===== src/verilog/flp_pkg.sv =====
//==============================================================
// shared constants of the interrupt priority controller
//==============================================================
package flp_pkg;
   // number of request sources and priority levels
   localparam int NUM_SRC = 6;
   localparam int NUM_LVL = 4;
   localparam int LVL_W = 2;
   localparam int SRC_W = 3;
   // source positions, also the fixed polling order (lowest wins)
   localparam int SRC_EXT0 = 0;
   localparam int SRC_TMR0 = 1;
   localparam int SRC_EXT1 = 2;
   localparam int SRC_TMR1 = 3;
   localparam int SRC_SER = 4;
   localparam int SRC_TMR2 = 5;
   // register indices as printed; byte address is four times the index
   localparam logic [7:0] IDX_SOURCE_ENABLE = 8'hA8;
   localparam logic [7:0] IDX_PRIORITY_HIGH = 8'hB7;
   localparam logic [7:0] IDX_PRIORITY_LOW = 8'hB8;
   localparam logic [7:0] IDX_TRIGGER_MODE = 8'hC0;
   localparam logic [7:0] IDX_IRQ_STATUS = 8'hC1;
   localparam logic [7:0] IDX_IRQ_MASK = 8'hC2;
   localparam logic [7:0] IDX_IN_SERVICE = 8'hC3;
   // bit positions and reset values
   localparam int GLOBAL_EN_BIT = 7;
   localparam logic [7:0] SOURCE_ENABLE_RST = 8'h00;
   localparam logic [7:0] PRIORITY_RST = 8'h00;
   localparam logic [1:0] TRIGGER_MODE_RST = 2'h0;
   localparam logic [2:0] IRQ_MASK_RST = 3'h0;
   // status event bits
   localparam int EV_VECTORED = 0;
   localparam int EV_RETURNED = 1;
   localparam int EV_BAD_RETURN = 2;
   localparam int NUM_EV = 3;
   // vector base and spacing: 03H, 0BH, 13H ...
   localparam logic [7:0] VECTOR_BASE = 8'h03;
   localparam int VECTOR_SHIFT = 3;
endpackage : flp_pkg


===== src/verilog/flp_arbiter.sv =====
`timescale 1ns/1ps
//==============================================================
// picks the highest level request, polling order breaks ties
//==============================================================
module flp_arbiter #(
   parameter int NUM_SRC = 6
) (
   input wire logic [NUM_SRC-1:0] pend_i,
   input wire logic [NUM_SRC-1:0] prio_high_i,
   input wire logic [NUM_SRC-1:0] prio_low_i,
   output logic found_o,
   output logic [flp_pkg::SRC_W-1:0] src_o,
   output logic [flp_pkg::LVL_W-1:0] lvl_o
);
   // the source number must fit the index width
   if (NUM_SRC < 1 || NUM_SRC > 2 ** flp_pkg::SRC_W) begin : g_bad_src
      $error("flp_arbiter: source count does not fit the index width");
   end

   // scan from the last source down so the first in order wins a tie
   always_comb begin
      found_o = 1'b0;
      src_o = '0;
      lvl_o = '0;
      for (int i = NUM_SRC - 1; i >= 0; i--) begin
         // strictly higher level replaces, equal level earlier replaces too
         if (pend_i[i] && (!found_o || {prio_high_i[i], prio_low_i[i]} >= lvl_o)) begin
            found_o = 1'b1;
            src_o = i[flp_pkg::SRC_W-1:0];
            lvl_o = {prio_high_i[i], prio_low_i[i]};
         end
      end
   end
endmodule : flp_arbiter


===== src/verilog/flp_nest.sv =====
`timescale 1ns/1ps
//==============================================================
// nesting record: one in-service bit per priority level
//==============================================================
module flp_nest #(
   parameter int NUM_LVL = 4
) (
   input wire logic clk_i,
   input wire logic srst_i,
   input wire logic enter_i,
   input wire logic [flp_pkg::LVL_W-1:0] enter_lvl_i,
   input wire logic leave_i,
   output logic [NUM_LVL-1:0] active_o,
   output logic busy_o,
   output logic [flp_pkg::LVL_W-1:0] top_lvl_o
);
   // every level must be reachable through the level index
   if (NUM_LVL < 1 || NUM_LVL > 2 ** flp_pkg::LVL_W) begin : g_bad_lvl
      $error("flp_nest: level count does not fit the level width");
   end

   logic [NUM_LVL-1:0] active_reg;
   logic [NUM_LVL-1:0] top_onehot; // highest active level

   // only the highest active bit is the running routine
   always_comb begin
      top_onehot = '0;
      top_lvl_o = '0;
      for (int i = 0; i < NUM_LVL; i++) begin
         if (active_reg[i]) begin
            top_onehot = '0;
            top_onehot[i] = 1'b1;
            top_lvl_o = i[flp_pkg::LVL_W-1:0];
         end
      end
   end

   // leaving drops the top level only, so a preempted routine resumes
   always_ff @(posedge clk_i) begin
      if (srst_i) begin
         active_reg <= '0;
      end else begin
         active_reg <= (active_reg & ~(leave_i ? top_onehot : '0))
            | (enter_i ? (NUM_LVL'(1) << enter_lvl_i) : '0);
      end
   end

   assign active_o = active_reg;
   assign busy_o = |active_reg;
endmodule : flp_nest


===== src/verilog/flp_ctrl.sv =====
`timescale 1ns/1ps
//==============================================================
// How it works
// - six sources arbitrated over four levels
// - high priority register at index B7H
// - level is high bit then low bit
// - vector when nothing equal or higher runs
// - equal or lower request waits for return
// - higher level preempts running routine
// - return resumes the preempted lower routine
// - fixed polling order and vector addresses
// - clear edge externals and timers 0 and 1 only
// - low priority bit one raises level
// - low priority bits ordered, top two unused
//==============================================================
module flp_ctrl (
   input wire logic clk_i,
   input wire logic srst_i,
   // apb slave
   input wire logic psel_i,
   input wire logic penable_i,
   input wire logic pwrite_i,
   input wire logic [11:0] paddr_i,
   input wire logic [31:0] pwdata_i,
   output logic [31:0] prdata_o,
   output logic pready_o,
   output logic pslverr_o,
   // peripheral request flags
   input wire logic ext0_request_flag_i,
   input wire logic timer0_overflow_flag_i,
   input wire logic ext1_request_flag_i,
   input wire logic timer1_overflow_flag_i,
   input wire logic serial_rx_flag_i,
   input wire logic serial_tx_flag_i,
   input wire logic timer2_overflow_flag_i,
   input wire logic timer2_external_flag_i,
   // hardware clears of request flags
   output logic ext0_flag_clear_o,
   output logic timer0_flag_clear_o,
   output logic ext1_flag_clear_o,
   output logic timer1_flag_clear_o,
   // core side
   output logic vec_valid_o,
   output logic [7:0] vec_addr_o,
   input wire logic vec_ack_i,
   input wire logic reti_i,
   // summary interrupt
   output logic irq_o
);
   localparam int NS = flp_pkg::NUM_SRC;
   localparam int NL = flp_pkg::NUM_LVL;

   // the vector spacing and the level encoding only serve this shape;
   // the check runs at elaboration so a wrong package never simulates
   if (NS != 6 || NL != 4) begin : g_bad_shape
      $error("flp_ctrl supports six sources and four levels only");
   end

   //==============================================================
   // registers
   //==============================================================
   logic [7:0] source_enable_reg; // global enable in bit 7
   logic [NS-1:0] priority_high_reg;
   logic [NS-1:0] priority_low_reg;
   logic [1:0] trigger_mode_reg; // 1 = edge, ext0 bit0, ext1 bit1
   logic [flp_pkg::NUM_EV-1:0] irq_status_reg;
   logic [flp_pkg::NUM_EV-1:0] irq_mask_reg;
   logic [31:0] prdata_reg;
   logic pready_reg;
   logic pslverr_reg;
   logic vec_valid_reg;
   logic [7:0] vec_addr_reg;
   logic [flp_pkg::SRC_W-1:0] vec_src_reg; // source being offered
   logic [flp_pkg::LVL_W-1:0] vec_lvl_reg; // its level
   logic [3:0] clear_reg; // hardware clear pulses
   logic irq_reg;

   //==============================================================
   // apb decode
   //==============================================================
   logic [7:0] idx; // register index from the word address
   logic addr_ok; // word aligned and mapped
   logic setup_ph; // setup cycle
   logic wr_en; // write takes effect this edge
   logic rd_done; // read completes this edge
   logic [31:0] rd_val; // decoded read data

   // mapped index test, used for the error answer and the read mux
   function automatic logic idx_mapped(input logic [7:0] ix);
      case (ix)
         flp_pkg::IDX_SOURCE_ENABLE,
         flp_pkg::IDX_PRIORITY_HIGH,
         flp_pkg::IDX_PRIORITY_LOW,
         flp_pkg::IDX_TRIGGER_MODE,
         flp_pkg::IDX_IRQ_STATUS,
         flp_pkg::IDX_IRQ_MASK,
         flp_pkg::IDX_IN_SERVICE: idx_mapped = 1'b1;
         default: idx_mapped = 1'b0;
      endcase
   endfunction : idx_mapped

   // upper address bits must be zero so that aliases never hit a register
   assign idx = paddr_i[9:2];
   assign addr_ok = (paddr_i[1:0] == 2'h0) && (paddr_i[11:10] == 2'h0) && idx_mapped(idx);
   assign setup_ph = psel_i && !penable_i;
   // an errored write is dropped
   assign wr_en = psel_i && penable_i && pready_reg && pwrite_i && addr_ok;
   assign rd_done = psel_i && penable_i && pready_reg && !pwrite_i && addr_ok;

   //==============================================================
   // arbitration and nesting
   //==============================================================
   logic [NS-1:0] raw_req; // request per source
   logic [NS-1:0] pend; // enabled requests
   logic arb_found;
   logic [flp_pkg::SRC_W-1:0] arb_src;
   logic [flp_pkg::LVL_W-1:0] arb_lvl;
   logic [NL-1:0] active;
   logic busy;
   logic [flp_pkg::LVL_W-1:0] top_lvl;
   logic take; // core takes the offered vector
   logic leave; // core returns from a routine

   // the flags are levels owned by the peripherals; this block never holds them,
   // it only pulses a clear so that the owner drops an edge or timer flag
   // serial and timer 2 each share one request line
   assign raw_req = {timer2_overflow_flag_i | timer2_external_flag_i,
                     serial_rx_flag_i | serial_tx_flag_i,
                     timer1_overflow_flag_i, ext1_request_flag_i,
                     timer0_overflow_flag_i, ext0_request_flag_i};
   assign pend = raw_req & source_enable_reg[NS-1:0] & {NS{source_enable_reg[flp_pkg::GLOBAL_EN_BIT]}};
   // an acknowledge without a standing offer is ignored
   assign take = vec_valid_reg && vec_ack_i;
   assign leave = reti_i;

   // the arbiter is pure logic; its choice only counts in the offer process
   // six sources, four levels
   // level from high and low bits
   flp_arbiter #(
      .NUM_SRC(NS)
   ) u_arbiter (
      .pend_i(pend),
      .prio_high_i(priority_high_reg),
      .prio_low_i(priority_low_reg),
      .found_o(arb_found),
      .src_o(arb_src),
      .lvl_o(arb_lvl)
   );

   // a return with nothing in service only raises the bad return status bit
   // nesting record of levels
   flp_nest #(
      .NUM_LVL(NL)
   ) u_nest (
      .clk_i(clk_i),
      .srst_i(srst_i),
      .enter_i(take),
      .enter_lvl_i(vec_lvl_reg),
      .leave_i(leave),
      .active_o(active),
      .busy_o(busy),
      .top_lvl_o(top_lvl)
   );

   //==============================================================
   // vector offer to the core
   //==============================================================
   // trade-off: a standing offer is never replaced by a later, higher winner,
   // so the core never sees the vector change; the higher one preempts next
   // an offer stands until taken; a newer winner waits behind it
   always_ff @(posedge clk_i) begin
      if (srst_i) begin
         vec_valid_reg <= 1'b0;
         vec_addr_reg <= 8'h00;
         vec_src_reg <= '0;
         vec_lvl_reg <= '0;
      end else if (take) begin
         vec_valid_reg <= 1'b0;
      end else if (!vec_valid_reg && !leave && arb_found && (!busy || arb_lvl > top_lvl)) begin
         vec_valid_reg <= 1'b1;
         vec_addr_reg <= flp_pkg::VECTOR_BASE + {2'h0, arb_src, 3'h0};
         vec_src_reg <= arb_src;
         vec_lvl_reg <= arb_lvl;
      end
   end

   // the clear follows the source that was offered, not the current winner,
   // since the flags may have moved by the time the core acknowledges
   // clear edge externals and timers 0 and 1
   always_ff @(posedge clk_i) begin
      if (srst_i) begin
         clear_reg <= 4'h0;
      end else begin
         clear_reg[0] <= take && vec_src_reg == 3'(flp_pkg::SRC_EXT0) && trigger_mode_reg[0];
         clear_reg[1] <= take && vec_src_reg == 3'(flp_pkg::SRC_TMR0);
         clear_reg[2] <= take && vec_src_reg == 3'(flp_pkg::SRC_EXT1) && trigger_mode_reg[1];
         clear_reg[3] <= take && vec_src_reg == 3'(flp_pkg::SRC_TMR1);
      end
   end

   //==============================================================
   // software registers
   //==============================================================
   // writes land only at the access edge with pready high, never in setup
   // control registers written over apb
   always_ff @(posedge clk_i) begin
      if (srst_i) begin
         source_enable_reg <= flp_pkg::SOURCE_ENABLE_RST;
         priority_high_reg <= flp_pkg::PRIORITY_RST[NS-1:0];
         priority_low_reg <= flp_pkg::PRIORITY_RST[NS-1:0];
         trigger_mode_reg <= flp_pkg::TRIGGER_MODE_RST;
         irq_mask_reg <= flp_pkg::IRQ_MASK_RST;
      end else if (wr_en) begin
         case (idx)
            // bit 6 is not implemented
            flp_pkg::IDX_SOURCE_ENABLE: source_enable_reg <= pwdata_i[7:0] & 8'hBF;
            flp_pkg::IDX_PRIORITY_HIGH: priority_high_reg <= pwdata_i[NS-1:0];
            flp_pkg::IDX_PRIORITY_LOW: priority_low_reg <= pwdata_i[NS-1:0];
            flp_pkg::IDX_TRIGGER_MODE: trigger_mode_reg <= pwdata_i[1:0];
            flp_pkg::IDX_IRQ_MASK: irq_mask_reg <= pwdata_i[flp_pkg::NUM_EV-1:0];
            default: ;
         endcase
      end
   end

   // only the bits that the read returned are cleared: the data is caught in
   // setup, so an event landing at the setup edge would otherwise be lost
   logic [flp_pkg::NUM_EV-1:0] status_clr;
   assign status_clr = (rd_done && idx == flp_pkg::IDX_IRQ_STATUS) ? prdata_reg[flp_pkg::NUM_EV-1:0] : '0;

   // sticky events; a read clears, but a new event the same edge wins
   always_ff @(posedge clk_i) begin
      if (srst_i) begin
         irq_status_reg <= '0;
      end else begin
         irq_status_reg <= (irq_status_reg & ~status_clr)
            | {leave && !busy, leave && busy, take};
      end
   end

   // limitation: irq trails the status bits by one cycle
   // level interrupt from registered status so it follows the flops
   always_ff @(posedge clk_i) begin
      if (srst_i) begin
         irq_reg <= 1'b0;
      end else begin
         irq_reg <= |(irq_status_reg & irq_mask_reg);
      end
   end

   // read mux; unimplemented bits read as zero
   always_comb begin
      case (idx)
         flp_pkg::IDX_SOURCE_ENABLE: rd_val = {24'h0, source_enable_reg};
         flp_pkg::IDX_PRIORITY_HIGH: rd_val = {26'h0, priority_high_reg};
         flp_pkg::IDX_PRIORITY_LOW: rd_val = {26'h0, priority_low_reg};
         flp_pkg::IDX_TRIGGER_MODE: rd_val = {30'h0, trigger_mode_reg};
         flp_pkg::IDX_IRQ_STATUS: rd_val = {29'h0, irq_status_reg};
         flp_pkg::IDX_IRQ_MASK: rd_val = {29'h0, irq_mask_reg};
         flp_pkg::IDX_IN_SERVICE: rd_val = {28'h0, active};
         default: rd_val = 32'h0000_0000;
      endcase
   end

   // the slave never stretches a transfer: pready follows setup by one edge;
   // misaligned or unmapped addresses answer with pslverr and read zero
   // answer in the first access cycle; data caught in setup
   always_ff @(posedge clk_i) begin
      if (srst_i) begin
         pready_reg <= 1'b0;
         pslverr_reg <= 1'b0;
         prdata_reg <= 32'h0000_0000;
      end else begin
         pready_reg <= setup_ph;
         pslverr_reg <= setup_ph && !addr_ok;
         if (setup_ph) begin
            prdata_reg <= (!pwrite_i && addr_ok) ? rd_val : 32'h0000_0000;
         end
      end
   end

   //==============================================================
   // outputs
   //==============================================================
   assign prdata_o = prdata_reg;
   assign pready_o = pready_reg;
   assign pslverr_o = pslverr_reg;
   assign vec_valid_o = vec_valid_reg;
   assign vec_addr_o = vec_addr_reg;
   assign ext0_flag_clear_o = clear_reg[0];
   assign timer0_flag_clear_o = clear_reg[1];
   assign ext1_flag_clear_o = clear_reg[2];
   assign timer1_flag_clear_o = clear_reg[3];
   assign irq_o = irq_reg;
endmodule : flp_ctrl


===== config.mk =====
export PLATFORM = sky130hd
export DESIGN_NAME = flp_ctrl
export DESIGN_NICKNAME = d
export VERILOG_FILES = /design/src/verilog/flp_pkg.sv /design/src/verilog/flp_arbiter.sv /design/src/verilog/flp_nest.sv /design/src/verilog/flp_ctrl.sv
export SDC_FILE = /design/constraint.sdc
export NUM_CORES = 1
export LEC_CHECK = 0
export ABC_AREA = 1
export BUFFER_PORTS_ARGS = -buffer_cell sky130_fd_sc_hd__buf_2
export CAP_MARGIN = 20
export CORE_MARGIN = 2
export CORE_UTILIZATION = 55
export CTS_CLUSTER_DIAMETER = 30
export DETAILED_ROUTE_END_ITERATION = 16
export HOLD_SLACK_MARGIN = 0.15
export MAX_ROUTING_LAYER = met4
export PLACE_DENSITY_LB_ADDON = 0.08
export SETUP_SLACK_MARGIN = 0.05
export SLEW_MARGIN = 20
export SYNTH_ARGS = -nofsm -noshare
export SYNTH_HDL_FRONTEND = slang
export SYNTH_SLANG_ARGS = --single-unit

===== constraint.sdc =====
create_clock -name clk_i -period 16.17 [get_ports clk_i]
set_clock_uncertainty 0.15 [all_clocks]
set_input_delay 0 -clock clk_i [delete_from_list [all_inputs] [get_ports clk_i]]
set_output_delay 0 -clock clk_i [all_outputs]
set_load 0.01 [all_outputs]

; ---- Word-level counts from Yosys, hierarchy flattened
; Cells that the tools add are included.
[op_classes]
addsub = 1
n_lt_le_gt_ge = 6
n_eq_ne = 10
n_shift = 1
n_mux = 31
bitwise = 12
reduce_logical = 59
[op_table]
columns = operator, count
row1 = $eq 8x8->1 const B, 7
row2 = $pmux 8 s7, 1
row3 = $mux 32, 1
row4 = $logic_and 1x1->1, 29
row5 = $mux 3, 8
row6 = $mux 2, 9
row7 = $and 6x6->6, 2
row8 = $mux 4, 3
row9 = $reduce_and 2->1, 6
row10 = $logic_not 1->1, 11
row11 = $ge 2x2->1, 5
row12 = $mux 1, 9
row13 = $add 2x6->7 const A, 1
row14 = $reduce_or 7->1, 1
row15 = $and 3x3->3, 2
row16 = $eq 3x2->1 const B, 2
row17 = $logic_or 1x1->1, 6
row18 = $and 4x4->4, 1
row19 = $logic_not 2->1, 2
row20 = $not 4->4, 1
row21 = $or 4x4->4, 1
row22 = $reduce_or 4->1, 1
row23 = $shl 1x2->4 const A, 1
row24 = $eq 3x1->1 const B, 1
row25 = 8 further kinds, 9
[totals]
regBits = 84
inputBits = 59
out_inout_bits = 48
word_cells = 136

; ---- Depth between registers and ports, before layout
[depth]
word_depth = 28
ltp_mapped = 56
depth_no_buf = 55

; ---- By module
; Synthesis repeated with hierarchy kept, for this count alone.
[unflattened]
hier_cells = 499
area_unflattened_um2 = 3299.4
[modules_own_cells]
columns = mod, instances, cells_per_inst, area_each_um2, seq_area_each_um2
row1 = flp_ctrl, 1, 373, 2547.4, 960.9
row2 = flp_arbiter, 1, 96, 558.0, 0.0
row3 = flp_nest, 1, 30, 193.9, 80.1

; ---- Worst setup path after synthesis
; Ideal clock, no wire load.
[synth_path]
path_kind = reg2reg
startpoint = reg source_enable_reg[7]
endpoint = reg vec_valid_reg (netlist: vec_valid_o)
t_arrival_ns = 5.690
required_ns = 15.902
slack_ns = 10.211
stages_incl_launch_ff = 50
path_buffers = 1
synth_period_minus_slack_ns = 5.959
cell_sequence = dfxtp_1 > buf_2 > nand2_1 > inv_1 > nand2_1 > nor2_1 > ha_1 > inv_1 > nand2_1 > nand2_1 > nand3_1 > nand2_1 > nand2_1 > and2_1 > ha_1 > a21oi_1 > nand2_1 > nand2_1 > [14 not listed] > and2_1 > ha_1 > inv_1 > nand2_1 > a21oi_1 > a21oi_1 > inv_1 > nand3_1 > nand2_1 > ha_1 > inv_1 > nor2_1 > o21ai_0 > nand2_1 > nand2_1 > inv_2 > o21ai_0 > nor2_1
[synth_between]
elab_chain_cells = 25
[synth_lines]
columns = element, line_no
row1 = from (decl), flp_ctrl.sv:62  ; logic [7:0] source_enable_reg;
row2 = from (signal assigned), flp_ctrl.sv:208  ; source_enable_reg <= flp_pkg::SOURCE_ENABLE_RST;
row3 = from (signal assigned), flp_ctrl.sv:216  ; flp_pkg::IDX_SOURCE_ENABLE: source_enable_reg <= pwdata_i[7:0] & 8'hBF;
row4 = $and 6x6->6 *, flp_ctrl.sv:131  ; assign pend = raw_req & source_enable_reg[NS-1:0] & {NS{source_enable_reg[flp_pkg::GLOBAL_EN_BIT]}};
row5 = $mux 2 / $mux 1 (equally long branches), flp_arbiter.sv:27  ; if (pend_i[i] && (!found_o || {prio_high_i[i], prio_low_i[i]} >= lvl_o)) begin
row6 = $ge 2x2->1 / $logic_not 1->1 (equally long branches), flp_arbiter.sv:27
row7 = $logic_or 1x1->1, flp_arbiter.sv:27
row8 = $logic_and 1x1->1, flp_arbiter.sv:27
row9 = $mux 2 / $mux 1 (equally long branches), flp_arbiter.sv:27
row10 = $ge 2x2->1 / $logic_not 1->1 (equally long branches), flp_arbiter.sv:27
row11 = $logic_or 1x1->1, flp_arbiter.sv:27
row12 = [10 not listed], --
row13 = $ge 2x2->1 / $logic_not 1->1 (equally long branches), flp_arbiter.sv:27
row14 = $logic_or 1x1->1, flp_arbiter.sv:27
row15 = $logic_and 1x1->1, flp_arbiter.sv:27
row16 = $mux 2 *, flp_arbiter.sv:27
row17 = "named net arb_lvl, one bit", flp_ctrl.sv:117  ; logic [flp_pkg::LVL_W-1:0] arb_lvl;
row18 = $gt 2x2->1 *, flp_ctrl.sv:179  ; end else if (!vec_valid_reg && !leave && arb_found && (!busy || arb_lvl > top_lvl)) begin
row19 = $logic_or 1x1->1 *, flp_ctrl.sv:179
row20 = $logic_and 1x1->1 *, flp_ctrl.sv:179
row21 = to (signal assigned), flp_ctrl.sv:173  ; vec_valid_reg <= 1'b0;
row22 = to (signal assigned), flp_ctrl.sv:178  ; vec_valid_reg <= 1'b0;
row23 = to (signal assigned), flp_ctrl.sv:180  ; vec_valid_reg <= 1'b1;
row24 = to (decl), flp_ctrl.sv:71  ; logic vec_valid_reg;
; The timed path passes the listed nets; every way through them passes the cells marked *.
; A chain may end at the register's enable or synchronous reset.

; ---- Worst setup path after layout
; Same ends and word-level chain as after synthesis.

==> out/qor.csv <==
stage,metric,value,unit
placement,hpwl,5.79,mm
placement,gp_congestion,0.952,
timing,fin_crit_sh,0.429,
global_routing,first_global_vias,2819,
setup_path,critPathMaxFanout,8,
floorplanning,dieArea,6440,sq um
power,ir_drop,38.8,uV
timing,hold-worst-slack,0.167,ns
setup_path,startpoint_type,flop,
power,power_density,64.2,nW/um^2
yosys,yosys.area.top_type,dfxtp_1,
floorplanning,ios,107,
floorplanning,die_w,80.3,microns
timing,worst_pin_slew,0.776,ns
yosys,ys_seq_area_frac,0.326,
yosys,syn_inst,487,
clocking,clock_latency,0.31,ns
global_routing,grt_overflow,0,
cells_and_area,fin_util,0.677,
yosys,ys_seq_elements,52,
clocking,cts_root_buf,clkbuf_8,
floorplanning,core-area,5570,sq um
timing,hold_viol,0,
setup_path,crit_start,source_enable_reg[7],
cells_and_area,final_cell_mix,"nand2_1 (118), inv_1 (66), nor2_1 (60)",
timing,rsz0062_at_grt,false,
yosys,synth_area_leaders,"dfxtp_1 (33%), nand2_1 (14%), inv_1 (7.7%), buf_4 (7.0%), nor2_1 (7.0%)",
global_routing,grt_max_degree,31,
placement,numPortBuffers,53,
timing,drv_slew,0,
setup_path,critPathKind,reg2reg,
route,vias_per_cell,5.10,
timing,tns,0,ns
cells_and_area,fin_nets,634,
power,p_leak,1.95,nW
setup_path,reg2regPathDepth,48,
cells_and_area,final_common_cell,nand2_1,
setup_path,end_kind,flop,
route,ant_nets,0,
clocking,cts_made_buffers,5,
route,drc,0,
cells_and_area,drive_gt1_frac,0.144,
setup_path,max_stage_delay,0.52,ns
setup_path,timing.rr.start,source_enable_reg[7],
outcome,status,"finished, final reports clean",
min_path,min_from,paddr_i[4],
timing,max_freq,144,MHz
clocking,cts_resized,0,
global_routing,grt_pass1_wl,12.8,mm
cells_and_area,n_antenna_cell,0,
route,wl_per_cell,12.7,microns
setup_path,cp_slowest_cell,dfxtp_1,
setup_path,cp_common_cell,nand2_1,
timing,fin_crit,6.93,ns
clocking,cts_max_path_buffers,2,
yosys,synth_top_cell_area_share,0.326,
setup_path,worstPathRequired,16.23,ns
route,finalWirelength,8.10,mm
yosys,avgSynthCellArea,6.57,sq um
clocking,cts_max_level,2,
yosys,ys.warnings.count,0,
route,drt-pass1-iter-count,5,
setup_path,crit_arrival,6.99,ns
flow_run,drv_cap,0,
clocking,clock_sinks,52,
cells_and_area,fin_area,3780,sq um
route,first_iter_violations,185,
timing,finalSetupViolCount,0,
floorplanning,rows,27,
min_path,whs_path_depth,6,
clocking,path_clk_slew,0.10,ns
min_path,hold_class,in2reg,
floorplanning,dieHeight,80.3,microns
clocking,cts_tree,yes,
yosys,yosysUniqueCellTypes,36,
timing,slew_headroom,0.481,
placement,placed_cell_area,3370,sq um
floorplanning,initial_core_util,0.574,
global_routing,antenna_found_initial,0,
yosys,synth_area,3200,sq um
route,num_vias,3244,
global_routing,track_usage,0.261,
cells_and_area,syn_to_final_growth,18.1,%
## final cells by class
type,instances,area [sq um]
multi-input cells,349,1700
clock buffers,6,72.6
inverters,73,274
well taps,72,90.1
fillers,503,1800
flip-flops and latches,52,1040
clock inverters,2,38.8
repair buffers,82,556
## worst max-delay path: cells and delay by family (launching register included)
kind                       cells  cell delay, ns
and+or+nand+nor               28            2.85
buffers and inverters          7            0.57
AOI/OAI and AO/OA              7            1.11
DFF                            1            0.52
adders and majority gates      6            1.62
## cell families (layout without fill, tap and decap cells)
family,count (synthesis),in the layout,share of synthesized area
flip-flops,52,52,0.326
AND/OR/NAND/NOR,259,259,0.364
AO/OA/AOI/OAI,50,50,0.0892
buffers and inverters,113,163,0.173
adder cells (fa/ha/maj),12,12,0.0469
other,1,28,0.00117
## Yosys cell counts
cell type and number:
nor3_2 2, or2_2 2, dfxtp_1 52, nand2_1 118
a32oi_1 1, a21oi_1 27, inv_2 6, conb_1 1
nand3_1 40, nor3_1 4, nand2b_1 1, nor4_1 4
clkinv_1 1, nor4_2 1, o21ai_0 9, buf_2 2
nand2_2 4, inv_1 66, and2_1 5, ha_1 12
o21ai_2 1, o221ai_1 4, o31ai_1 1, nand3b_1 1
clkbuf_1 6, o41ai_1 1, nor2_1 60, o22ai_1 2
buf_6 2, nand4_1 12, nand3_2 2, and2b_1 1
o21ai_1 3, nor3_4 2, buf_4 30, a21oi_2 1
## per-layer routing
metal,vias to the layer above,wire length (microns),part of all wire,track usage
li1,1642,-,-,-
met1,1478,3650,0.45,0.337
met2,114,3850,0.47,0.433
met3,10,536,0.066,0.0438
met4,0,66,0.0081,0.0525
met5,-,0,0,-
## power by group
part / internal (mW) / switching (mW)
logic: 0.00779 / 0.0120
clock network: 0.0469 / 0.0471
registers: 0.128 / 0.000220
total: 0.183 / 0.0593
## final timing paths
path	slack, ns	endpoint
setup / recovery	9.24	vec_valid_o
hold / removal	0.17	prdata_o[5]
setup reg to reg	9.24	vec_valid_o
hold reg to reg	0.32	prdata_o[5]
## per-stage QoR
step | power, mW | instances | setup slack [ns]
final | 0.242 | 636 | 9.24
after global routing | 0.250 | 636 | 8.43
after CTS | 0.242 | 636 | 9.30
after detailed placement | 0.147 | 599 | 9.33
after global placement | 0.146 | 599 | 9.44
after floorplan | 0.145 | 514 | 10.21
## timing repair
action                                 in CTS  in global routing
hold buffers                               29                  0
setup buffers                               0                  0
endpoints found under the hold margin      51                  0
(Power assumes the default switching activity.)
